$ cat src/iwb_defines.vh
// Purpose: Shared constants of the host-side command interface of the wire bridge.
// Assumes: Included by bare name from every design file of the bridge.
// Notes:   Codes are byte values seen on the host bus.
`ifndef IWB_DEFINES_VH
`define IWB_DEFINES_VH

// Command codes.
`define IWB_CMD_CHIP_RESET   8'hF0
`define IWB_CMD_CONFIG_WR    8'hD2
`define IWB_CMD_PTR_SELECT   8'hE1
`define IWB_CMD_LINE_RESET   8'hB4
`define IWB_CMD_BYTE_WRITE   8'hA5
`define IWB_CMD_BYTE_READ    8'h96

// Read pointer codes.
`define IWB_PTR_STATUS       8'hF0
`define IWB_PTR_RX_BYTE      8'hE1
`define IWB_PTR_LINE_SETUP   8'hC3

// Status byte layout and reset values.
`define IWB_ST_BUSY_BIT      0
`define IWB_ST_PRESENCE_BIT  1
`define IWB_SETUP_RESET      8'h00
`define IWB_BYTE_ZERO        8'h00

// Default host bus address and bit counts.
`define IWB_HOST_ADDR        7'h18
`define IWB_BITS_PER_BYTE    4'h8
`define IWB_LAST_TX_BIT      4'h7
`define IWB_BIT_ZERO         4'h0
`define IWB_BIT_ONE          4'h1

`endif

$ cat src/iwb_cmd_buffer.v
// Purpose: Two-entry buffer with valid and ready on both sides.
// Assumes: One clock, synchronous active-high reset.
// Notes:   Output side is registered; in_ready_o is low only when both entries hold data.
`include "iwb_defines.vh"
`default_nettype none

module iwb_cmd_buffer #(
   parameter WIDTH = 16
) (
   input  wire             ref_clk_i,
   input  wire             rst_i,
   input  wire             in_valid_i,
   input  wire [WIDTH-1:0] in_data_i,
   output wire             in_ready_o,
   output reg              out_valid_o,
   output reg  [WIDTH-1:0] out_data_o,
   input  wire             out_ready_i
);

   reg             spare_valid_r;
   reg [WIDTH-1:0] spare_data_r;
   wire            take_in;
   wire            take_out;

   assign in_ready_o = ~spare_valid_r;
   assign take_in    = in_valid_i & ~spare_valid_r;
   assign take_out   = out_valid_o & out_ready_i;

   always @(posedge ref_clk_i)
   begin
      if (rst_i)
      begin
         out_valid_o   <= 1'b0;
         out_data_o    <= {WIDTH{1'b0}};
         spare_valid_r <= 1'b0;
         spare_data_r  <= {WIDTH{1'b0}};
      end
      else
      begin
         if (!out_valid_o || take_out)
         begin
            if (spare_valid_r)
            begin
               out_valid_o   <= 1'b1;
               out_data_o    <= spare_data_r;
               spare_valid_r <= take_in;
               spare_data_r  <= in_data_i;
            end
            else
            begin
               out_valid_o <= take_in;
               out_data_o  <= in_data_i;
            end
         end
         else if (take_in)
         begin
            spare_valid_r <= 1'b1;
            spare_data_r  <= in_data_i;
         end
      end
   end

endmodule // iwb_cmd_buffer

`default_nettype wire

$ cat src/iwb_host_cmd.v
// Purpose: Host bus slave that takes commands for the wire engine and serves its registers.
// Assumes: scl_i and sda_i are synchronous to ref_clk_i; the wire engine sits outside.
// Notes:   sda is open drain: sda_oe_o high pulls the line low.
//
// How it works
// - Refuse config, line reset, byte write while busy.
// - Pointer code C3h selects line setup register.
// - Invalid pointer code refused, pointer kept.
// - Each status read byte is freshly sampled.
// - Byte write takes one data byte, sent out.
// - Busy set during wire work, cleared after.
// - Pointer E1h returns byte received from wire.
// - Pointer select accepted while wire busy.
// - Extra bytes and bad parameters never acknowledged.
// - Decode the six command codes.
// - Every read byte comes from pointed register.
`include "iwb_defines.vh"
`default_nettype none

module iwb_host_cmd #(
   parameter [6:0] HOST_ADDR = `IWB_HOST_ADDR
) (
   input  wire       ref_clk_i,
   input  wire       rst_i,
   input  wire       scl_i,
   input  wire       sda_i,
   output reg        sda_o,
   output reg        sda_oe_o,
   output wire       cmd_valid_o,
   output wire [7:0] cmd_code_o,
   output wire [7:0] cmd_data_o,
   input  wire       cmd_ready_i,
   input  wire       wire_done_i,
   input  wire [7:0] wire_rx_byte_i,
   input  wire       wire_presence_i,
   output reg  [7:0] line_setup_o,
   output reg        chip_reset_o,
   output reg        wire_busy_flag_o
);

   ////////////////////////////////////////////////////////////////////////////
   // Bus states and storage.

   localparam [5:0] ST_IDLE = 6'b000001;
   localparam [5:0] ST_RX   = 6'b000010;
   localparam [5:0] ST_ACK  = 6'b000100;
   localparam [5:0] ST_TX   = 6'b001000;
   localparam [5:0] ST_MACK = 6'b010000;
   localparam [5:0] ST_IGN  = 6'b100000;

   reg  [5:0] state_r;
   reg        scl_q_r;
   reg        sda_q_r;
   reg  [3:0] bit_cnt_r;
   reg  [7:0] shift_r;
   reg        addr_phase_r;
   reg        rd_mode_r;
   reg        param_phase_r;
   reg        extra_r;
   reg  [7:0] cmd_r;
   reg        ack_r;
   reg  [7:0] read_ptr_r;
   reg  [7:0] rx_byte_r;
   reg        presence_r;
   reg  [7:0] last_cmd_r;
   reg        push_r;
   reg  [7:0] push_code_r;
   reg  [7:0] push_data_r;
   reg  [7:0] read_byte;
   wire       in_ready;
   wire       scl_rise;
   wire       scl_fall;
   wire       bus_start;
   wire       bus_stop;
   wire       busy;

   assign scl_rise  = scl_i & ~scl_q_r;
   assign scl_fall  = ~scl_i & scl_q_r;
   assign bus_start = scl_i & scl_q_r & sda_q_r & ~sda_i;
   assign bus_stop  = scl_i & scl_q_r & ~sda_q_r & sda_i;
   // A full buffer counts as busy so that no command is pushed into it.
   assign busy      = wire_busy_flag_o | ~in_ready;

   ////////////////////////////////////////////////////////////////////////////
   // Register read selection.

   always @*
   begin
      case (read_ptr_r)
         `IWB_PTR_RX_BYTE:    read_byte = rx_byte_r;
         `IWB_PTR_LINE_SETUP: read_byte = line_setup_o;
         default:
         begin
            read_byte = `IWB_BYTE_ZERO;
            read_byte[`IWB_ST_BUSY_BIT]     = wire_busy_flag_o;
            read_byte[`IWB_ST_PRESENCE_BIT] = presence_r;
         end
      endcase
   end

   ////////////////////////////////////////////////////////////////////////////
   // Host bus byte engine and command decode.

   always @(posedge ref_clk_i)
   begin
      if (rst_i)
      begin
         state_r       <= ST_IDLE;
         scl_q_r       <= 1'b1;
         sda_q_r       <= 1'b1;
         bit_cnt_r     <= `IWB_BIT_ZERO;
         shift_r       <= `IWB_BYTE_ZERO;
         addr_phase_r  <= 1'b0;
         rd_mode_r     <= 1'b0;
         param_phase_r <= 1'b0;
         extra_r       <= 1'b0;
         cmd_r         <= `IWB_BYTE_ZERO;
         ack_r         <= 1'b0;
         read_ptr_r    <= `IWB_PTR_STATUS;
         line_setup_o  <= `IWB_SETUP_RESET;
         chip_reset_o  <= 1'b0;
         push_r        <= 1'b0;
         push_code_r   <= `IWB_BYTE_ZERO;
         push_data_r   <= `IWB_BYTE_ZERO;
         sda_o         <= 1'b0;
         sda_oe_o      <= 1'b0;
      end
      else
      begin
         scl_q_r      <= scl_i;
         sda_q_r      <= sda_i;
         push_r       <= 1'b0;
         chip_reset_o <= 1'b0;
         sda_o        <= 1'b0;
         if (bus_start)
         begin
            state_r      <= ST_RX;
            addr_phase_r <= 1'b1;
            bit_cnt_r    <= `IWB_BIT_ZERO;
            sda_oe_o     <= 1'b0;
         end
         else if (bus_stop)
         begin
            state_r  <= ST_IDLE;
            sda_oe_o <= 1'b0;
         end
         else
         begin
            case (state_r)
               ST_RX:
               begin
                  if (scl_rise)
                  begin
                     shift_r   <= {shift_r[6:0], sda_i};
                     bit_cnt_r <= bit_cnt_r + `IWB_BIT_ONE;
                  end
                  else if (scl_fall && bit_cnt_r == `IWB_BITS_PER_BYTE)
                  begin
                     state_r <= ST_ACK;
                     ack_r   <= 1'b0;
                     if (addr_phase_r)
                     begin
                        if (shift_r[7:1] == HOST_ADDR)
                        begin
                           ack_r         <= 1'b1;
                           sda_oe_o      <= 1'b1;
                           rd_mode_r     <= shift_r[0];
                           param_phase_r <= 1'b0;
                           extra_r       <= 1'b0;
                        end
                     end
                     else if (extra_r)
                     begin
                        // The command is complete, so any further byte is refused.
                        ack_r <= 1'b0;
                     end
                     else if (!param_phase_r)
                     begin
                        cmd_r <= shift_r;
                        case (shift_r)
                           `IWB_CMD_CHIP_RESET:
                           begin
                              ack_r        <= 1'b1;
                              sda_oe_o     <= 1'b1;
                              chip_reset_o <= 1'b1;
                              read_ptr_r   <= `IWB_PTR_STATUS;
                              line_setup_o <= `IWB_SETUP_RESET;
                              extra_r      <= 1'b1;
                           end
                           `IWB_CMD_PTR_SELECT:
                           begin
                              ack_r         <= 1'b1;
                              sda_oe_o      <= 1'b1;
                              param_phase_r <= 1'b1;
                           end
                           `IWB_CMD_CONFIG_WR, `IWB_CMD_BYTE_WRITE:
                           begin
                              if (!busy)
                              begin
                                 ack_r         <= 1'b1;
                                 sda_oe_o      <= 1'b1;
                                 param_phase_r <= 1'b1;
                              end
                           end
                           `IWB_CMD_LINE_RESET, `IWB_CMD_BYTE_READ:
                           begin
                              if (!busy)
                              begin
                                 ack_r       <= 1'b1;
                                 sda_oe_o    <= 1'b1;
                                 push_r      <= 1'b1;
                                 push_code_r <= shift_r;
                                 push_data_r <= `IWB_BYTE_ZERO;
                                 extra_r     <= 1'b1;
                              end
                           end
                           default:
                           begin
                              ack_r <= 1'b0;
                           end
                        endcase
                     end
                     else
                     begin
                        // Only one parameter byte is ever expected.
                        param_phase_r <= 1'b0;
                        extra_r       <= 1'b1;
                        case (cmd_r)
                           `IWB_CMD_PTR_SELECT:
                           begin
                              if (shift_r == `IWB_PTR_STATUS ||
                                  shift_r == `IWB_PTR_RX_BYTE ||
                                  shift_r == `IWB_PTR_LINE_SETUP)
                              begin
                                 ack_r      <= 1'b1;
                                 sda_oe_o   <= 1'b1;
                                 read_ptr_r <= shift_r;
                              end
                           end
                           `IWB_CMD_CONFIG_WR:
                           begin
                              ack_r        <= 1'b1;
                              sda_oe_o     <= 1'b1;
                              line_setup_o <= shift_r;
                           end
                           `IWB_CMD_BYTE_WRITE:
                           begin
                              ack_r       <= 1'b1;
                              sda_oe_o    <= 1'b1;
                              push_r      <= 1'b1;
                              push_code_r <= cmd_r;
                              push_data_r <= shift_r;
                           end
                           default:
                           begin
                              ack_r <= 1'b0;
                           end
                        endcase
                     end
                  end
               end
               ST_ACK:
               begin
                  if (scl_fall)
                  begin
                     bit_cnt_r <= `IWB_BIT_ZERO;
                     if (!ack_r)
                     begin
                        state_r  <= ST_IGN;
                        sda_oe_o <= 1'b0;
                     end
                     else if (addr_phase_r && rd_mode_r)
                     begin
                        addr_phase_r <= 1'b0;
                        state_r      <= ST_TX;
                        shift_r      <= {read_byte[6:0], 1'b0};
                        sda_oe_o     <= ~read_byte[7];
                     end
                     else
                     begin
                        addr_phase_r <= 1'b0;
                        state_r      <= ST_RX;
                        sda_oe_o     <= 1'b0;
                     end
                  end
               end
               ST_TX:
               begin
                  if (scl_fall)
                  begin
                     bit_cnt_r <= bit_cnt_r + `IWB_BIT_ONE;
                     if (bit_cnt_r == `IWB_LAST_TX_BIT)
                     begin
                        state_r  <= ST_MACK;
                        sda_oe_o <= 1'b0;
                     end
                     else
                     begin
                        sda_oe_o <= ~shift_r[7];
                        shift_r  <= {shift_r[6:0], 1'b0};
                     end
                  end
               end
               ST_MACK:
               begin
                  if (scl_rise)
                  begin
                     ack_r <= ~sda_i;
                  end
                  else if (scl_fall)
                  begin
                     bit_cnt_r <= `IWB_BIT_ZERO;
                     if (ack_r)
                     begin
                        // A fresh sample of the pointed register for each byte.
                        state_r  <= ST_TX;
                        shift_r  <= {read_byte[6:0], 1'b0};
                        sda_oe_o <= ~read_byte[7];
                     end
                     else
                     begin
                        state_r  <= ST_IGN;
                        sda_oe_o <= 1'b0;
                     end
                  end
               end
               ST_IGN:
               begin
                  sda_oe_o <= 1'b0;
               end
               default:
               begin
                  state_r  <= ST_IDLE;
                  sda_oe_o <= 1'b0;
               end
            endcase
         end
      end
   end

   ////////////////////////////////////////////////////////////////////////////
   // Wire engine bookkeeping: busy flag and captured results.

   always @(posedge ref_clk_i)
   begin
      if (rst_i)
      begin
         wire_busy_flag_o <= 1'b0;
         rx_byte_r        <= `IWB_BYTE_ZERO;
         presence_r       <= 1'b0;
         last_cmd_r       <= `IWB_BYTE_ZERO;
      end
      else
      begin
         if (push_r)
         begin
            last_cmd_r <= push_code_r;
         end
         if (chip_reset_o)
         begin
            wire_busy_flag_o <= 1'b0;
         end
         else
         begin
            // A new command wins over a completion in the same cycle.
            wire_busy_flag_o <= push_r | (wire_busy_flag_o & ~wire_done_i);
         end
         if (wire_done_i && wire_busy_flag_o && !push_r)
         begin
            if (last_cmd_r == `IWB_CMD_BYTE_READ)
            begin
               rx_byte_r <= wire_rx_byte_i;
            end
            if (last_cmd_r == `IWB_CMD_LINE_RESET)
            begin
               presence_r <= wire_presence_i;
            end
         end
      end
   end

   ////////////////////////////////////////////////////////////////////////////
   // Command hand-off toward the wire engine.

   iwb_cmd_buffer #(
      .WIDTH (16)
   ) u_cmd_buffer (
      .ref_clk_i   (ref_clk_i),
      .rst_i       (rst_i),
      .in_valid_i  (push_r),
      .in_data_i   ({push_code_r, push_data_r}),
      .in_ready_o  (in_ready),
      .out_valid_o (cmd_valid_o),
      .out_data_o  ({cmd_code_o, cmd_data_o}),
      .out_ready_i (cmd_ready_i)
   );

endmodule // iwb_host_cmd

`default_nettype wire

$ cat config.mk
export PLATFORM = sky130hd
export DESIGN_NAME = iwb_host_cmd
export DESIGN_NICKNAME = d
export VERILOG_FILES = /design/src/iwb_cmd_buffer.v /design/src/iwb_host_cmd.v
export VERILOG_INCLUDE_DIRS = /design/src
export SDC_FILE = /design/constraint.sdc
export NUM_CORES = 1
export LEC_CHECK = 0
export ABC_AREA = 1
export ABC_CLOCK_PERIOD_IN_PS = 1900
export BUFFER_PORTS_ARGS = -buffer_cell sky130_fd_sc_hd__buf_2
export CORE_MARGIN = 1.5
export CORE_UTILIZATION = 50
export DETAILED_ROUTE_END_ITERATION = 6
export HOLD_SLACK_MARGIN = 0.08
export PLACE_DENSITY = 0.73
export RECOVER_POWER = 25
export SLEW_MARGIN = 20
export SYNTH_ARGS = -nofsm -noshare
export SYNTH_HDL_FRONTEND = slang
export SYNTH_SLANG_ARGS = --single-unit
$ cat constraint.sdc
create_clock -name ref_clk_i -period 1.9 [get_ports ref_clk_i]
set_input_delay 0.19 -clock ref_clk_i [delete_from_list [all_inputs] [get_ports ref_clk_i]]
set_output_delay 0.19 -clock ref_clk_i [all_outputs]
set_load 0.02 [all_outputs]
# After elaboration in Yosys (flattened, before gate mapping)
# Cells that the tools add are included.
dict set report op_classes {
  reduce_logical 44
  bitwise 29
  mux 101
  add_sub_neg 1
  n_eq_ne 58
}
# op n
set op_table {}
lappend op_table {{$mux 8} 24}
lappend op_table {{$eq 8x8->1 const B} 14}
lappend op_table {{$mux 16} 4}
lappend op_table {{$mux 6} 9}
lappend op_table {{$mux 1} 45}
lappend op_table {{$ne 2x2->1 const B} 16}
lappend op_table {{$pmux 8 s4} 1}
lappend op_table {{$pmux 6 s5} 1}
lappend op_table {{$ne 4x4->1 const B} 7}
lappend op_table {{$reduce_and 12->1} 2}
lappend op_table {{$reduce_and 8->1} 3}
lappend op_table {{$mux 4} 5}
lappend op_table {{$reduce_and 10->1} 2}
lappend op_table {{$not 1->1} 17}
lappend op_table {{$pmux 4 s4} 1}
lappend op_table {{$pmux 8 s2} 1}
lappend op_table {{$ne 5x5->1 const B} 3}
lappend op_table {{$pmux 1 s2} 7}
lappend op_table {{$reduce_and 7->1} 2}
lappend op_table {{$reduce_bool 2->1} 7}
lappend op_table {{$ne 2x1->1 const B} 6}
lappend op_table {{$reduce_and 6->1} 2}
lappend op_table {{$reduce_or 2->1} 6}
lappend op_table {{$and 1x1->1} 10}
lappend op_table {{other kinds (26)} 38}
dict set report word_totals {
  out_inout_bits 29
  wordCells 260
  in_bits 15
  regBits 120
}

# Longest topological paths before layout
dict set report depth {
  ltp_word 11
  ltp_mapped 12
  mapped_depth_nobuf 12
}

# By module
# Synthesis repeated with hierarchy kept, for this count alone.
dict set report hier_totals {
  cells_unflattened 828
  hier_area_um2 5928.2
}
# mod instances cells_each seq_area_each_um2 area_each_um2
set modules_own_cells {}
lappend modules_own_cells {iwb_host_cmd 1 621 1721.7 4388.0}
lappend modules_own_cells {iwb_cmd_buffer 1 207 680.7 1540.2}

# Worst setup path after synthesis
# Ideal clock, no wire load.
dict set report synth_timing {
  path_type {register -> register}
  from {register bit_cnt_r[0]}
  to {register push_data_r[2]}
  required_ps 1761
  arrival_ps 1427
  path_buffers 1
  path_stages_with_launch 11
  period_less_slack_ps 1566
  slack_ps 334
  setup_time_ps 139
  path_cell_list {dfxtp_1 inv_1 ha_1 nand3_1 nor2_1 nand2_1 nor2_2 nand2_1 inv_2 buf_2 a211oi_2}
}
dict set report synth_between {
  elab_chain_len 3
}
# item line_no
set synth_rtl {}
lappend synth_rtl {{start: declaration} iwb_host_cmd.v:54} ;# reg [3:0] bit_cnt_r;
lappend synth_rtl {{start signal: assignment} iwb_host_cmd.v:111} ;# bit_cnt_r <= `IWB_BIT_ZERO;
lappend synth_rtl {{start signal: assignment} iwb_host_cmd.v:139} ;# bit_cnt_r <= `IWB_BIT_ZERO;
lappend synth_rtl {{start signal: assignment} iwb_host_cmd.v:155} ;# bit_cnt_r <= bit_cnt_r + `IWB_BIT_ONE;
lappend synth_rtl {{$eq 4x4->1 (no source line)} --}
lappend synth_rtl {{$logic_and 1x1->1 (no source line)} --}
lappend synth_rtl {{$reduce_and 10->1 (no source line)} --}
lappend synth_rtl {{end signal: assignment} iwb_host_cmd.v:124} ;# push_data_r <= `IWB_BYTE_ZERO;
lappend synth_rtl {{end signal: assignment} iwb_host_cmd.v:213} ;# push_data_r <= `IWB_BYTE_ZERO;
lappend synth_rtl {{end signal: assignment} iwb_host_cmd.v:252} ;# push_data_r <= shift_r;
lappend synth_rtl {{end: declaration} iwb_host_cmd.v:68} ;# reg [7:0] push_data_r;
# Every way passes these cells.
# A chain may end at the register's enable or synchronous reset.

# Worst setup path after layout
dict set report layout_timing {
  from {register bit_cnt_r[1]}
  to {register read_ptr_r[4]}
}
dict set report layout_between {
  elab_chain_len 3
}
# item line_no
set layout_rtl {}
lappend layout_rtl {{$eq 4x4->1 (no source line)} --}
lappend layout_rtl {{$logic_and 1x1->1 (no source line)} --}
lappend layout_rtl {{$reduce_and 10->1 (no source line)} --}
lappend layout_rtl {{end signal: assignment} iwb_host_cmd.v:119} ;# read_ptr_r <= `IWB_PTR_STATUS;
lappend layout_rtl {{end signal: assignment} iwb_host_cmd.v:186} ;# read_ptr_r <= `IWB_PTR_STATUS;
lappend layout_rtl {{end signal: assignment} iwb_host_cmd.v:237} ;# read_ptr_r <= shift_r;
lappend layout_rtl {{end: declaration} iwb_host_cmd.v:62} ;# reg [7:0] read_ptr_r;
# Every way passes these cells.

==> metrics.md <==
| Metric | Value |
|---|---|
| CTS tree | `built` |
| Peak Freq | `559 MHz` |
| Compound-cell area share of the yosys netlist | `21.8%` |
| Crit-path cells | `inv_1 > ha_1 > nand3_1 > nor2_2 > nand2_2 > nor2_4 > o21ai_2 > nor2_2 > inv_2 > nand2_1 > nand3_1` |
| Worst Hold End | `u_cmd_buffer.spare_data_r[9]` |
| Fin. Hold Viols | `0` |
| Cell Rows | `37` |
| Worst R2R Start | `bit_cnt_r[1]` |
| Worst hold stages | `6` |
| WL final | `roughly 14,000 µm` |
| RSZ-0062 raised after global routing | `true` |
| Final Max Tran Viols | `0` |
| DP HPWL | `9630 µm` |
| Worst rel slew slack | `45.0%` |
| Initial DRC Count | `406` |
| GRT Resource Usage Total | `25.4%` |
| Filler Cell Count | `928` |
| Syn Inst Count | `about 760` |
| Post-synthesis sequential element count | `120` |
| Buffers on Ports | `between 40 and 50` |
| CP endpoint kind | `register` |
| Main synth FF type | `dfxtp_1` |
| Nets@finish | `837` |
| Area Overhead vs Synth | `21.0%` |
| Max incr delay on CP | `approximately 0.33 ns` |
| Post-Syn Nets | `~770` |
| Grt total ovfl | `0` |
| CP max-delay cell | `dfxtp_1` |
| PnR worst setup slack | `between 0.1 and 0.15 ns` |
| Largest family of logic cells by synthesized area | `simple AND/OR/NAND/NOR gates` |
| Seq/Total Area, Yosys | `44.1%` |
| GP Congestion | `0.939` |
| YS warnings | `0` |
| Core area | `10,500 µm²` |
| Flop2flop setup slack | `0.11 ns` |
| DIE WIDTH | `107 µm` |
| Req. time, crit path | `2.29 ns` |
| # IOs | `44` |
| Crit path max fanout | `7` |
| Initial antenna violation count | `0` |
| Mapped Area | `5450 µm²` |
| Hold/Removal Path Class | `in2reg` |
| CTS buffer count | `17` |
| Mean Syn Cell Area | `7.20 µm²` |
| Vias/cell | `5.49` |
| Critical path class | `reg2reg` |
| First-pass GRT wire length | `around 23,000 µm` |
| Wire per inst | `between 10 and 15 µm` |
| Post-synth top area share | `44.1%` |
| DRC errors left | `0` |
| Hold Startpoint | `cmd_ready_i` |
| CTS max path bufs | `2` |
| Final Instance Area | `6600 µm²` |
| WP data arrival | `2.18 ns` |
| Post-Synth Adder-Cell Area | `0.459%` |
| Sequential cell area | `2400 µm²` |
| Synth cell types | `41` |
| DIE AREA | `11,500 µm²` |
| Multi-input gate area | `about 2600 µm²` |
| Largest net degree at the start of global routing | `73` |
| CTS Root Cell | `clkbuf_8` |
| Worst reg-to-reg path cell count | `11` |
| Period Utilization, post-route | `a little over nine tenths` |
| Vias in the first global route | `4,928` |
| Asr flop ratio synth | `0%` |
| Initial Util | `52.1%` |
| Layout cells sized above 1 | `12.8%` |
| Synth Area in XOR/XNOR | `less than 1%` |
| Worst vdd ir | `1.06 mV` |
| Worst r2r dst | `read_ptr_r[4]` |
| Max_cap viols | `0` |
| Clock sink count | `120` |
| DP Area | `5830 µm²` |
| Placed Cells | `around 900` |
| Clock slew at reported path FFs | `0.06 ns` |
| Synth area leader | `dfxtp_1` |
| Worst hold slack | `0.338 ns` |
| Status | `finished, final reports clean` |
| Via Count | `5,321` |
| Skew final | `0.00859 ns` |
| Die height | `107 µm` |
| Number of flops mapped to enable cells by yosys | `0` |
| Antenna Nets Post-Route | `0` |
| Worst Max-Slew Pin Slew | `just over 0.8 ns` |
| Worst skew pair latency | `about 0.52 ns` |
| H-tree depth | `4` |
| Finish-stage setup viols | `0` |
| Mux contribution to synthesized area | `0%` |
| Non-Filler Instances | `969` |
| Post-synthesis simple-gate area fraction | `24.9%` |
| Place WS | `0.0277 ns` |
| CP Launch Type | `register` |
| PD cells | `884 nW/µm²` |
| Inserted Diodes | `0` |
| Fin crit period | `1.79 ns` |
| Drt first pass iters | `6` |
| Leakage power | `2.70 nW` |
| Top post-synthesis cells by area | `dfxtp_1 44%, a21oi_1 8.4%, o21ai_0 8.4%, nand2_1 7.7%, nor2_1 6.6%` |
critical path, delay by kind of cell (launching register included):
family,cells,cell delay (ns)
flops,1,0.33
fa+ha+maj,1,0.15
simple gates,7,0.89
buf+inv,2,0.19
compound gates,1,0.10
power by group:
group / total [W] / switching [W] / internal (W)
Clock: 0.00314 / 0.00124 / 0.00190
Combinational: 0.000164 / 0.000102 / 0.0000622
Sequential: 0.00253 / 0.00000887 / 0.00252
cell usage in the layout, fill, tap and decap left out, types with 3 or more instances in the layout:
cell type      count
clkbuf_1          28
buf_2             16
o21ai_0           90
inv_6              5
nor3_1            11
nor2_1            94
nand2_2            3
inv_1             78
clkinv_4           4
nand2_1          110
inv_2              4
a211oi_2           7
a211oi_1           8
o21ai_1            8
nand3_1           48
buf_4             18
nand3_2            3
clkbuf_16         16
nor2_4             6
dlygate4sd3_1     13
dfxtp_1          119
nor2_2             5
a21oi_1           92
nand4_1            8
Yosys cell counts (2+ instances only):
cell type and n:
a21oi_1 92, buf_1 3, clkbuf_1 24, o31ai_1 2
o21ai_1 8, nor3_1 12, a211oi_2 7, nand4_1 8
inv_2 3, dfxtp_1 120, buf_2 2, xor2_1 2
nor2_1 96, nor2_4 5, nand2_1 112, a211oi_1 8
ha_1 2, o211ai_1 2, nand3b_1 2, nor2_2 4
nand2_2 2, inv_1 80, o21ai_0 91, buf_6 2
nor4_1 2, nand3_1 48, nand3_2 3, o21a_1 2
timing repair:
action                                  in CTS  in global routing
gates resized for setup                      1                 14
hold buffers                                13                  0
hold endpoints to repair                    18                  0
pin swaps                                    1                  5
cloned                                       0                  1
endpoints found under the setup margin       3                 48
setup buffers                                1                  3
stage by stage:
step / total power [W] / utilization (%) / setup TNS, ns
2_1_floorplan: 0.00268 / - / 0
3_3_place_gp: 0.00272 / 55.7 / 0
3_5_place_dp: 0.00272 / 55.7 / 0
4_1_cts: 0.00585 / 62.7 / 0
5_1_grt: 0.00600 / 63.1 / -0.123
6_report: 0.00583 / 63.1 / 0
kinds of logic after synthesis:
logic type / count (synthesis)
adders and majority gates: 2
AOI/OAI and AO/OA: 216
DFF: 120
buffers and inverters: 116
other: 1
and+or+nand+nor: 300
xor gates and xnor gates: 2
per-layer routing:
metal	track usage, %	vias to the layer above	part of all wire, %
met3	6.72	32	7.9
met1	32.9	2416	44
met5	0	-	0
met2	40.9	220	46
li1	-	2653	-
met4	8.55	0	1.5
area by class of cell:
type                    instances  area share (%)
multi-input cells             521            40.0
flip-flops and latches        120            36.4
repair buffers                 76            7.38
clock buffers                  18            6.33
inverters                      83            4.80
well taps                     136            2.58
clock inverters                14            2.45
repair inverters                1          0.0758
state kept, by name (all words and copies together) (netlist names), 4 cells and up:
signal and cells:
rx_byte_r 8, last_cmd_r 8, push_data_r 8, state_r 6, line_setup_o 8, u_cmd_buffer.out_data_o 16, u_cmd_buffer.spare_data_r 16, read_ptr_r 8
push_code_r 8, bit_cnt_r 4, shift_r 8, cmd_r 8
worst max path at each step:
stage	endpoint	depth (start not counted)	start	slack (ns)
2_1_floorplan	push_data_r[2]	10	bit_cnt_r[0]	0.33
3_3_place_gp	push_code_r[0]	9	shift_r[3]	0.12
3_5_place_dp	line_setup_o[6]	10	bit_cnt_r[0]	0.03
4_1_cts	read_ptr_r[4]	11	bit_cnt_r[0]	0.005
5_1_grt	push_data_r[6]	9	shift_r[3]	-0.03
6_report	read_ptr_r[4]	11	bit_cnt_r[1]	0.11
Note: power is estimated with default switching activity, not from simulation.
